## config.mk

```make
export PLATFORM = sky130hd
export DESIGN_NAME = flash_device_end_flat
export DESIGN_NICKNAME = d
export VERILOG_FILES = /design/src/hdl/flash_pkg.sv /design/src/hdl/flash_link_if.sv /design/src/hdl/flash_device_end.sv /design/src/hdl/sync2.sv /design/src/flat_wrapper.sv
export SDC_FILE = /design/constraint.sdc
export NUM_CORES = 1
export LEC_CHECK = 0
export ABC_AREA = 1
export BUFFER_PORTS_ARGS = -buffer_cell sky130_fd_sc_hd__buf_2
export CORE_MARGIN = 4
export CORE_UTILIZATION = 55
export DETAILED_ROUTE_END_ITERATION = 7
export MAX_ROUTING_LAYER = met4
export PLACE_DENSITY = 0.77
export SYNTH_ARGS = -nofsm -noshare
export SYNTH_HDL_FRONTEND = slang
export SYNTH_HIERARCHICAL = 1
export SYNTH_SLANG_ARGS = --single-unit
export TNS_END_PERCENT = 20
```

## constraint.sdc

```tcl
create_clock -name clk -period 2.9 [get_ports clk]
set_input_delay 0.145 -clock clk [delete_from_list [all_inputs] [get_ports clk]]
set_output_delay 0.145 -clock clk [all_outputs]
set_load 0.01 [all_outputs]
```

## src/hdl/flash_pkg.sv

```systemverilog
package flash_pkg;
	localparam logic [7:0] OP_POWER_DOWN = 8'hb9;
	localparam logic [7:0] OP_RESUME     = 8'hab;
	localparam int BYTE_BITS             = 8;
	localparam logic [2:0] BIT_LAST      = 3'h7;
	localparam logic [2:0] BIT_FIRST     = 3'h0;
	localparam int CLK_NS                = 25;
	// entry and exit limits are plain defaults, longest times round down
	localparam int POWER_DOWN_ENTRY_TIME_NS = 1000;
	localparam int POWER_DOWN_EXIT_TIME_NS  = 3000;
	localparam int ENTRY_CYC = (POWER_DOWN_ENTRY_TIME_NS / CLK_NS < 1) ? 1
		: POWER_DOWN_ENTRY_TIME_NS / CLK_NS;
	localparam int EXIT_CYC  = (POWER_DOWN_EXIT_TIME_NS / CLK_NS < 1) ? 1
		: POWER_DOWN_EXIT_TIME_NS / CLK_NS;
	localparam int TIMER_W   = 12;
	// host serial clock: 8 system cycles per period, 200 ns at 40 MHz
	localparam int SCK_HALF_CYC = 4;
	localparam int DIV_W        = 8;
	localparam int NBITS_W      = 5;
	// idle pin levels {csN, sck, holdN, si, wpN} and the pulled-up output line
	localparam logic [4:0] PINS_IDLE = 5'h15;
	localparam logic       SO_IDLE   = 1'h1;

	typedef enum logic [1:0] {
		PWR_STANDBY  = 2'b00,
		PWR_ENTERING = 2'b01,
		PWR_DOWN     = 2'b10,
		PWR_EXITING  = 2'b11
	} pwr_t;

	typedef enum logic [1:0] {
		HST_IDLE  = 2'b00,
		HST_SHIFT = 2'b01,
		HST_END   = 2'b10
	} hst_t;
endpackage

```

## src/hdl/flash_link_if.sv

```systemverilog
`timescale 1ns/1ps
interface flash_link_if;
	logic csN;
	logic sck;
	logic holdN;
	logic si;
	logic wpN;
	logic so;
	logic soOe;
	logic soLine;

	// modelled pull-up on the serial output line when the device lets go
	assign soLine = soOe ? so : 1'b1;

	modport device (
		input  csN,
		input  sck,
		input  holdN,
		input  si,
		input  wpN,
		output so,
		output soOe
	);

	modport host (
		output csN,
		output sck,
		output holdN,
		output si,
		output wpN,
		input  soLine
	);
endinterface

```

## src/hdl/flash_device_end.sv

```systemverilog
`timescale 1ns/1ps
module flash_device_end #(
	parameter int ENTRY_CYC = flash_pkg::ENTRY_CYC,
	parameter int EXIT_CYC  = flash_pkg::EXIT_CYC
) (
	input  wire logic        clk,
	input  wire logic        reset,
	flash_link_if.device     link,
	input  wire logic        busy,
	input  wire logic        welSet,
	input  wire logic [7:0]  txByte,
	output logic      [7:0]  opcode,
	output logic             opcodeValid,
	output logic             powerDown,
	output logic             standby,
	output logic             paused,
	output logic             writeEnableLatch,
	output logic             wpLevelN,
	output logic             abortPulse
);
	typedef struct packed {
		flash_pkg::pwr_t              pwr;
		logic [flash_pkg::TIMER_W-1:0] timer;
		logic                          sckPrev;
		logic                          csAct;
		logic [2:0]                    bitCnt;
		logic                          gotByte;
		logic [7:0]                    shift;
		logic [7:0]                    txShift;
		logic [7:0]                    opcode;
		logic                          opcodeValid;
		logic                          paused;
		logic                          write_enable_latch;
		logic                          wpN;
		logic                          abort;
		logic                          so;
		logic                          soOe;
		logic                          standby;
		logic                          powerDown;
	} state_t;

	localparam logic [flash_pkg::TIMER_W-1:0] ENTRY_LOAD =
		flash_pkg::TIMER_W'(ENTRY_CYC - 1);
	localparam logic [flash_pkg::TIMER_W-1:0] EXIT_LOAD =
		flash_pkg::TIMER_W'(EXIT_CYC - 1);

	state_t q;
	state_t d;

	logic [4:0] pinsSync;
	logic       csNS;
	logic       sckS;
	logic       holdNS;
	logic       siS;
	logic       wpNS;

	// all link pins cross through two flops before use
	sync2 #(
		.W(5),
		.RST_VAL(flash_pkg::PINS_IDLE)
	) pinSync (
		.clk   (clk),
		.reset (reset),
		.in    ({link.csN, link.sck, link.holdN, link.si, link.wpN}),
		.out   (pinsSync)
	);

	assign {csNS, sckS, holdNS, siS, wpNS} = pinsSync;

	logic csAct;
	logic sckRise;
	logic sckFall;
	logic frameEnd;
	logic wholeOpcode;
	logic [7:0] newByte;

	always_comb
	begin
		csAct = !csNS;
		sckRise = sckS && !q.sckPrev;
		sckFall = !sckS && q.sckPrev;
		frameEnd = !csAct && q.csAct;
		wholeOpcode = q.gotByte && (q.bitCnt == flash_pkg::BIT_FIRST);
		newByte = {q.shift[6:0], siS};

		d = q;
		d.sckPrev = sckS;
		d.csAct = csAct;
		d.abort = 1'b0;
		d.opcodeValid = 1'b0;
		d.wpN = wpNS;

		// pause level only moves during a low clock phase, and clears on deselect
		if (!csAct)
			d.paused = 1'b0;
		else if (!sckS)
			d.paused = !holdNS;

		if (csAct && !q.paused)
		begin
			if (sckRise)
			begin
				d.shift = newByte;
				d.bitCnt = q.bitCnt + 3'h1;
				if (q.bitCnt == flash_pkg::BIT_LAST && !q.gotByte)
				begin
					d.gotByte = 1'b1;
					d.opcode = newByte;
					// while powered down every opcode but resume is dropped
					d.opcodeValid = (q.pwr == flash_pkg::PWR_STANDBY)
						|| (q.pwr == flash_pkg::PWR_DOWN
						&& newByte == flash_pkg::OP_RESUME);
				end
			end
			if (sckFall)
			begin
				if (q.bitCnt == flash_pkg::BIT_FIRST)
				begin
					d.so = txByte[7];
					d.txShift = {txByte[6:0], 1'b0};
				end
				else
				begin
					d.so = q.txShift[7];
					d.txShift = {q.txShift[6:0], 1'b0};
				end
			end
		end

		// power state timers; busy is never gated by pause
		unique case (q.pwr)
			flash_pkg::PWR_STANDBY:
			begin
			end
			flash_pkg::PWR_ENTERING:
			begin
				if (q.timer == '0)
					d.pwr = flash_pkg::PWR_DOWN;
				else
					d.timer = q.timer - 1'b1;
			end
			flash_pkg::PWR_DOWN:
			begin
			end
			flash_pkg::PWR_EXITING:
			begin
				if (q.timer == '0)
					d.pwr = flash_pkg::PWR_STANDBY;
				else
					d.timer = q.timer - 1'b1;
			end
		endcase

		if (frameEnd)
		begin
			d.bitCnt = flash_pkg::BIT_FIRST;
			d.gotByte = 1'b0;
			if (q.paused || !holdNS)
			begin
				d.abort = 1'b1;
				d.write_enable_latch = 1'b0;
			end
			else if (wholeOpcode)
			begin
				if (q.pwr == flash_pkg::PWR_STANDBY
					&& q.opcode == flash_pkg::OP_POWER_DOWN && !busy)
				begin
					d.pwr = flash_pkg::PWR_ENTERING;
					d.timer = ENTRY_LOAD;
				end
				else if (q.pwr == flash_pkg::PWR_DOWN
					&& q.opcode == flash_pkg::OP_RESUME)
				begin
					d.pwr = flash_pkg::PWR_EXITING;
					d.timer = EXIT_LOAD;
				end
			end
		end

		// a set arriving with the abort clear wins when the next power state is standby
		if (welSet && d.pwr == flash_pkg::PWR_STANDBY)
			d.write_enable_latch = 1'b1;

		d.soOe = csAct && !d.paused && (q.pwr == flash_pkg::PWR_STANDBY);
		d.standby = !csAct && !busy && (d.pwr == flash_pkg::PWR_STANDBY);
		d.powerDown = (d.pwr == flash_pkg::PWR_DOWN);
	end

	always_ff @(posedge clk)
	begin
		if (reset)
		begin
			q <= '0;
			q.pwr <= flash_pkg::PWR_STANDBY;
			q.wpN <= 1'b1;
		end
		else
			q <= d;
	end

	assign link.so = q.so;
	assign link.soOe = q.soOe;
	assign opcode = q.opcode;
	assign opcodeValid = q.opcodeValid;
	assign powerDown = q.powerDown;
	assign standby = q.standby;
	assign paused = q.paused;
	assign writeEnableLatch = q.write_enable_latch;
	assign wpLevelN = q.wpN;
	assign abortPulse = q.abort;
endmodule

```

## src/hdl/sync2.sv

```systemverilog
`timescale 1ns/1ps
module sync2 #(
	parameter int           W       = 1,
	parameter logic [W-1:0] RST_VAL = '0
) (
	input  wire logic         clk,
	input  wire logic         reset,
	input  wire logic [W-1:0] in,
	output logic      [W-1:0] out
);
	typedef struct packed {
		logic [W-1:0] first;
		logic [W-1:0] second;
	} state_t;

	state_t q;
	state_t d;

	always_comb
	begin
		d = q;
		d.first = in;
		d.second = q.first;
	end

	always_ff @(posedge clk)
	begin
		// reset to the line's idle level so no false select or edge follows reset
		if (reset)
		begin
			q.first <= RST_VAL;
			q.second <= RST_VAL;
		end
		else
			q <= d;
	end

	assign out = q.second;
endmodule

```

## src/flat_wrapper.sv

```systemverilog
// flat-port wrapper written by rule: the top's interface ports become plain ports
module flash_device_end_flat 
#(
	parameter int ENTRY_CYC = flash_pkg::ENTRY_CYC,
	parameter int EXIT_CYC  = flash_pkg::EXIT_CYC
)
  (clk, reset, busy, welSet, txByte, opcode, opcodeValid, powerDown, standby, paused, writeEnableLatch, wpLevelN, abortPulse, link_csN, link_sck, link_holdN, link_si, link_wpN, link_so, link_soOe);
  flash_link_if link_i ();
  input  wire logic clk;
  input  wire logic reset;
  input  wire logic busy;
  input  wire logic welSet;
  input  wire logic [7:0] txByte;
  output logic      [7:0] opcode;
  output logic opcodeValid;
  output logic powerDown;
  output logic standby;
  output logic paused;
  output logic writeEnableLatch;
  output logic wpLevelN;
  output logic abortPulse;
  input wire logic [$bits(link_i.csN)-1:0] link_csN;
  input wire logic [$bits(link_i.sck)-1:0] link_sck;
  input wire logic [$bits(link_i.holdN)-1:0] link_holdN;
  input wire logic [$bits(link_i.si)-1:0] link_si;
  input wire logic [$bits(link_i.wpN)-1:0] link_wpN;
  output wire logic [$bits(link_i.so)-1:0] link_so;
  output wire logic [$bits(link_i.soOe)-1:0] link_soOe;
  assign link_i.csN = link_csN;
  assign link_i.sck = link_sck;
  assign link_i.holdN = link_holdN;
  assign link_i.si = link_si;
  assign link_i.wpN = link_wpN;
  assign link_so = link_i.so;
  assign link_soOe = link_i.soOe;
  flash_device_end #(.ENTRY_CYC(ENTRY_CYC), .EXIT_CYC(EXIT_CYC)) u_core (.clk(clk), .reset(reset), .link(link_i), .busy(busy), .welSet(welSet), .txByte(txByte), .opcode(opcode), .opcodeValid(opcodeValid), .powerDown(powerDown), .standby(standby), .paused(paused), .writeEnableLatch(writeEnableLatch), .wpLevelN(wpLevelN), .abortPulse(abortPulse));
endmodule
```

==> impl_metrics.env <==
export IMPL_grt_pass1_vias=1955
export IMPL_cp_max_fo=18
export IMPL_cts_resized=0
export IMPL_ys_warnings_count=6
export IMPL_path_clk_slew_ns=0.06
export IMPL_die_area_um2=6080
export IMPL_crit_start="u_core/pinSync/out[3]$_SDFF_PP0_"
export IMPL_ys_flop_type="dfxtp_1"
export IMPL_power_mw=1.75
export IMPL_powerDensity_nw_per_um2=568
export IMPL_post_dp_hpwl_mm=3.42
export IMPL_fp_dieH_um=78.0
export IMPL_setup_tns_ns=0
export IMPL_rsz0062_at_grt="no"
export IMPL_totalWireLength_mm=4.99
export IMPL_die_w_um=78.0
export IMPL_status="finished, final reports clean"
export IMPL_clk_latency_ns=0.33
export IMPL_gp_congestion=0.751
export IMPL_rr_startpoint="u_core/pinSync/out[3]$_SDFF_PP0_"
export IMPL_clock_sinks=61
export IMPL_final_nets=394
export IMPL_cap_violations=0
export IMPL_fin_cells=445
export IMPL_critPathKind="flip-flop to flip-flop"
export IMPL_drtIter0Drc=171
export IMPL_cts_tree="built"
export IMPL_final_min_clock_period_ns=1.79
export IMPL_min_path_type="input pin to flip-flop"
export IMPL_vias_per_cell=4.86
export IMPL_syn2layout_area_growth_pct=14.6
export IMPL_track_usage=0.185
export IMPL_cp_start_kind="flip-flop"
export IMPL_crit_arrival_ns=2.00
export IMPL_setup_slack_ns=1.11
export IMPL_cts_buffer_depth=2
export IMPL_core_area_um2=4720
export IMPL_worst_slew_pin_slew_ns=0.680
export IMPL_h_tree_depth=3
export IMPL_r2r_end="u_core/opcode[3]$_SDFFE_PP0P_"
export IMPL_io_buffer_count=33
export IMPL_synth_fp_nets=362
export IMPL_grt_antenna_before_repair=0
export IMPL_finalClockSkew_ns=0.00838
export IMPL_hold_violations=0
export IMPL_ys_seq_elements=61
export IMPL_vias=2161
export IMPL_wl_per_cell_um=11.2
export IMPL_dp_slack_ns=1.11
export IMPL_async_reset_ff_frac=0
export IMPL_initial_core_util=0.570
export IMPL_p_leak_nw=1.46
export IMPL_grt_overflow_total=0
export IMPL_worst_ep_required_time_ns=3.11
export IMPL_placementRows=25
export IMPL_root_buffer="clkbuf_8"
export IMPL_syn_avg_cell_area_um2=7.90
export IMPL_syn_cell_area_um2=2690
export IMPL_cts_buffers=9
export IMPL_placed_cells=425
export IMPL_yosys_cell_types_count=33
export IMPL_synth_cells=341
export IMPL_ff2ff_path_depth=6
export IMPL_ir_worst_vdd_mv=0.399
export IMPL_crit_path_end_kind="flip-flop"
export IMPL_fmax_mhz=559
export IMPL_ant_nets=0
export IMPL_grt_pass1_wl_mm=8.61
export IMPL_layout_drive_gt1_share=0.212
export IMPL_min_from="link_sck"
export IMPL_drt_pass1_iter_count=4
export IMPL_cp_endpoint="u_core/opcode[3]$_SDFFE_PP0P_"
export IMPL_antenna_cells=0
export IMPL_drt_drc_violations_left=0
export IMPL_synth_edff_count=0
export IMPL_num_io_pins=34
export IMPL_maxSlewViolCount=0
export IMPL_whs_ns=0.0388
export IMPL_finalSetupViolations=0
export IMPL_rrSetupSlack_ns=1.11
export IMPL_synth_seq_area_share=0.454
export IMPL_relSlewSlack=0.546
export IMPL_grt_start_max_net_pins=27
export IMPL_period_share=0.617
## registers in the layout, indices dropped and copies added (netlist names), 5 cells and up
name	flops
u_core/pinSync/out	5
u_core/q	27
u_core/opcode	8
u_core/newByte	7
u_core/pinSync/d	5
## worst min path at each step
stage,slack [ns],cells after the start,endpoint
after global routing,0.03,3,u_core/pinSync/d[3]$_SDFF_PP0_
after detailed placement,0.33,3,u_core/pinSync/d[4]$_SDFF_PP1_
after CTS,0.03,3,u_core/pinSync/d[3]$_SDFF_PP0_
after global placement,0.32,3,u_core/pinSync/d[2]$_SDFF_PP1_
after floorplan,0.21,1,u_core/powerDown$_SDFF_PP0_
final,0.04,3,u_core/pinSync/d[3]$_SDFF_PP0_
## final cells by class
cell class,count,area (um^2)
sequential,61,1220
clock buffer,12,155
fill,415,1640
multi-input combinational,210,1140
clock inverter,4,70.1
timing repair buffer,37,205
inverter,54,208
tap,67,83.8
## routing by layer
metal	global-route usage	share of wire	up-vias
met3	0.0592	0.056	7
li1	-	-	1142
met2	0.283	0.45	50
met5	-	0	-
met4	0.0839	0.015	0
met1	0.223	0.48	962
## kinds of logic (layout without fill, tap and decap cells)
group | count (synthesis) | after routing | share of synthesized area
simple gates | 142 | 142 | 0.269
buf+inv | 70 | 107 | 0.122
flops | 61 | 61 | 0.454
compound gates | 58 | 58 | 0.118
xor+xnor | 6 | 6 | 0.0195
fa+ha+maj | 4 | 4 | 0.0186
## through the flow
stage,area (um^2),utilization
final,3090,0.653
after global routing,3090,0.653
after CTS,3090,0.653
after detailed placement,2820,0.597
after global placement,2820,0.597
after floorplan,2690,-
## report_power, final
part / switching [mW] / internal (mW)
registers: 0.00603 / 0.850
clock network: 0.308 / 0.528
logic: 0.0359 / 0.0255
## synthesized netlist by cell type, types with 3 or more instances
master / count / area [um^2]
nand2_1: 51 / 191
o21ai_0: 27 / 135
nor2_4: 5 / 56.3
nand3_1: 12 / 60.1
dfxtp_1: 61 / 1220
xor2_1: 6 / 52.6
ha_1: 4 / 50.1
nand4_1: 5 / 31.3
clkbuf_1: 3 / 11.3
buf_6: 4 / 45.0
nor2_1: 41 / 154
nor3_1: 6 / 30.0
a31oi_1: 8 / 50.1
inv_2: 5 / 18.8
inv_1: 48 / 180
nand3_2: 4 / 40.0
buf_4: 8 / 60.1
nand2_2: 4 / 25.0
a21oi_1: 19 / 95.1
## layout by cell type, fill, tap and decap left out, drive strengths merged, types with 2 or more instances in the layout
cell type / n
nand4: 5
nor2: 48
buf: 33
xor2: 6
inv: 54
nand3b: 2
a31oi: 8
or2: 3
o21ai: 27
nand2: 58
bufinv: 2
dfxtp: 61
nand3: 16
clkinv: 2
o211ai: 2
ha: 4
clkbuf: 12
nor3: 9
dlygate4sd3: 4
a21oi: 20
## critical path: stages, from the launching register on
cell and delay (ns):
dfxtp_1 0.32, inv_1 0.06, or2_4 0.24, nor3_4 0.34
nand3_2 0.37, o21ai_0 0.28, a21oi_1 0.06
## what timing repair did
action	in CTS	in global routing
setup buffers	0	0
endpoints found under the hold margin	4	0
hold buffers	4	0
No activity file was read; power rests on OpenSTA's default activity.
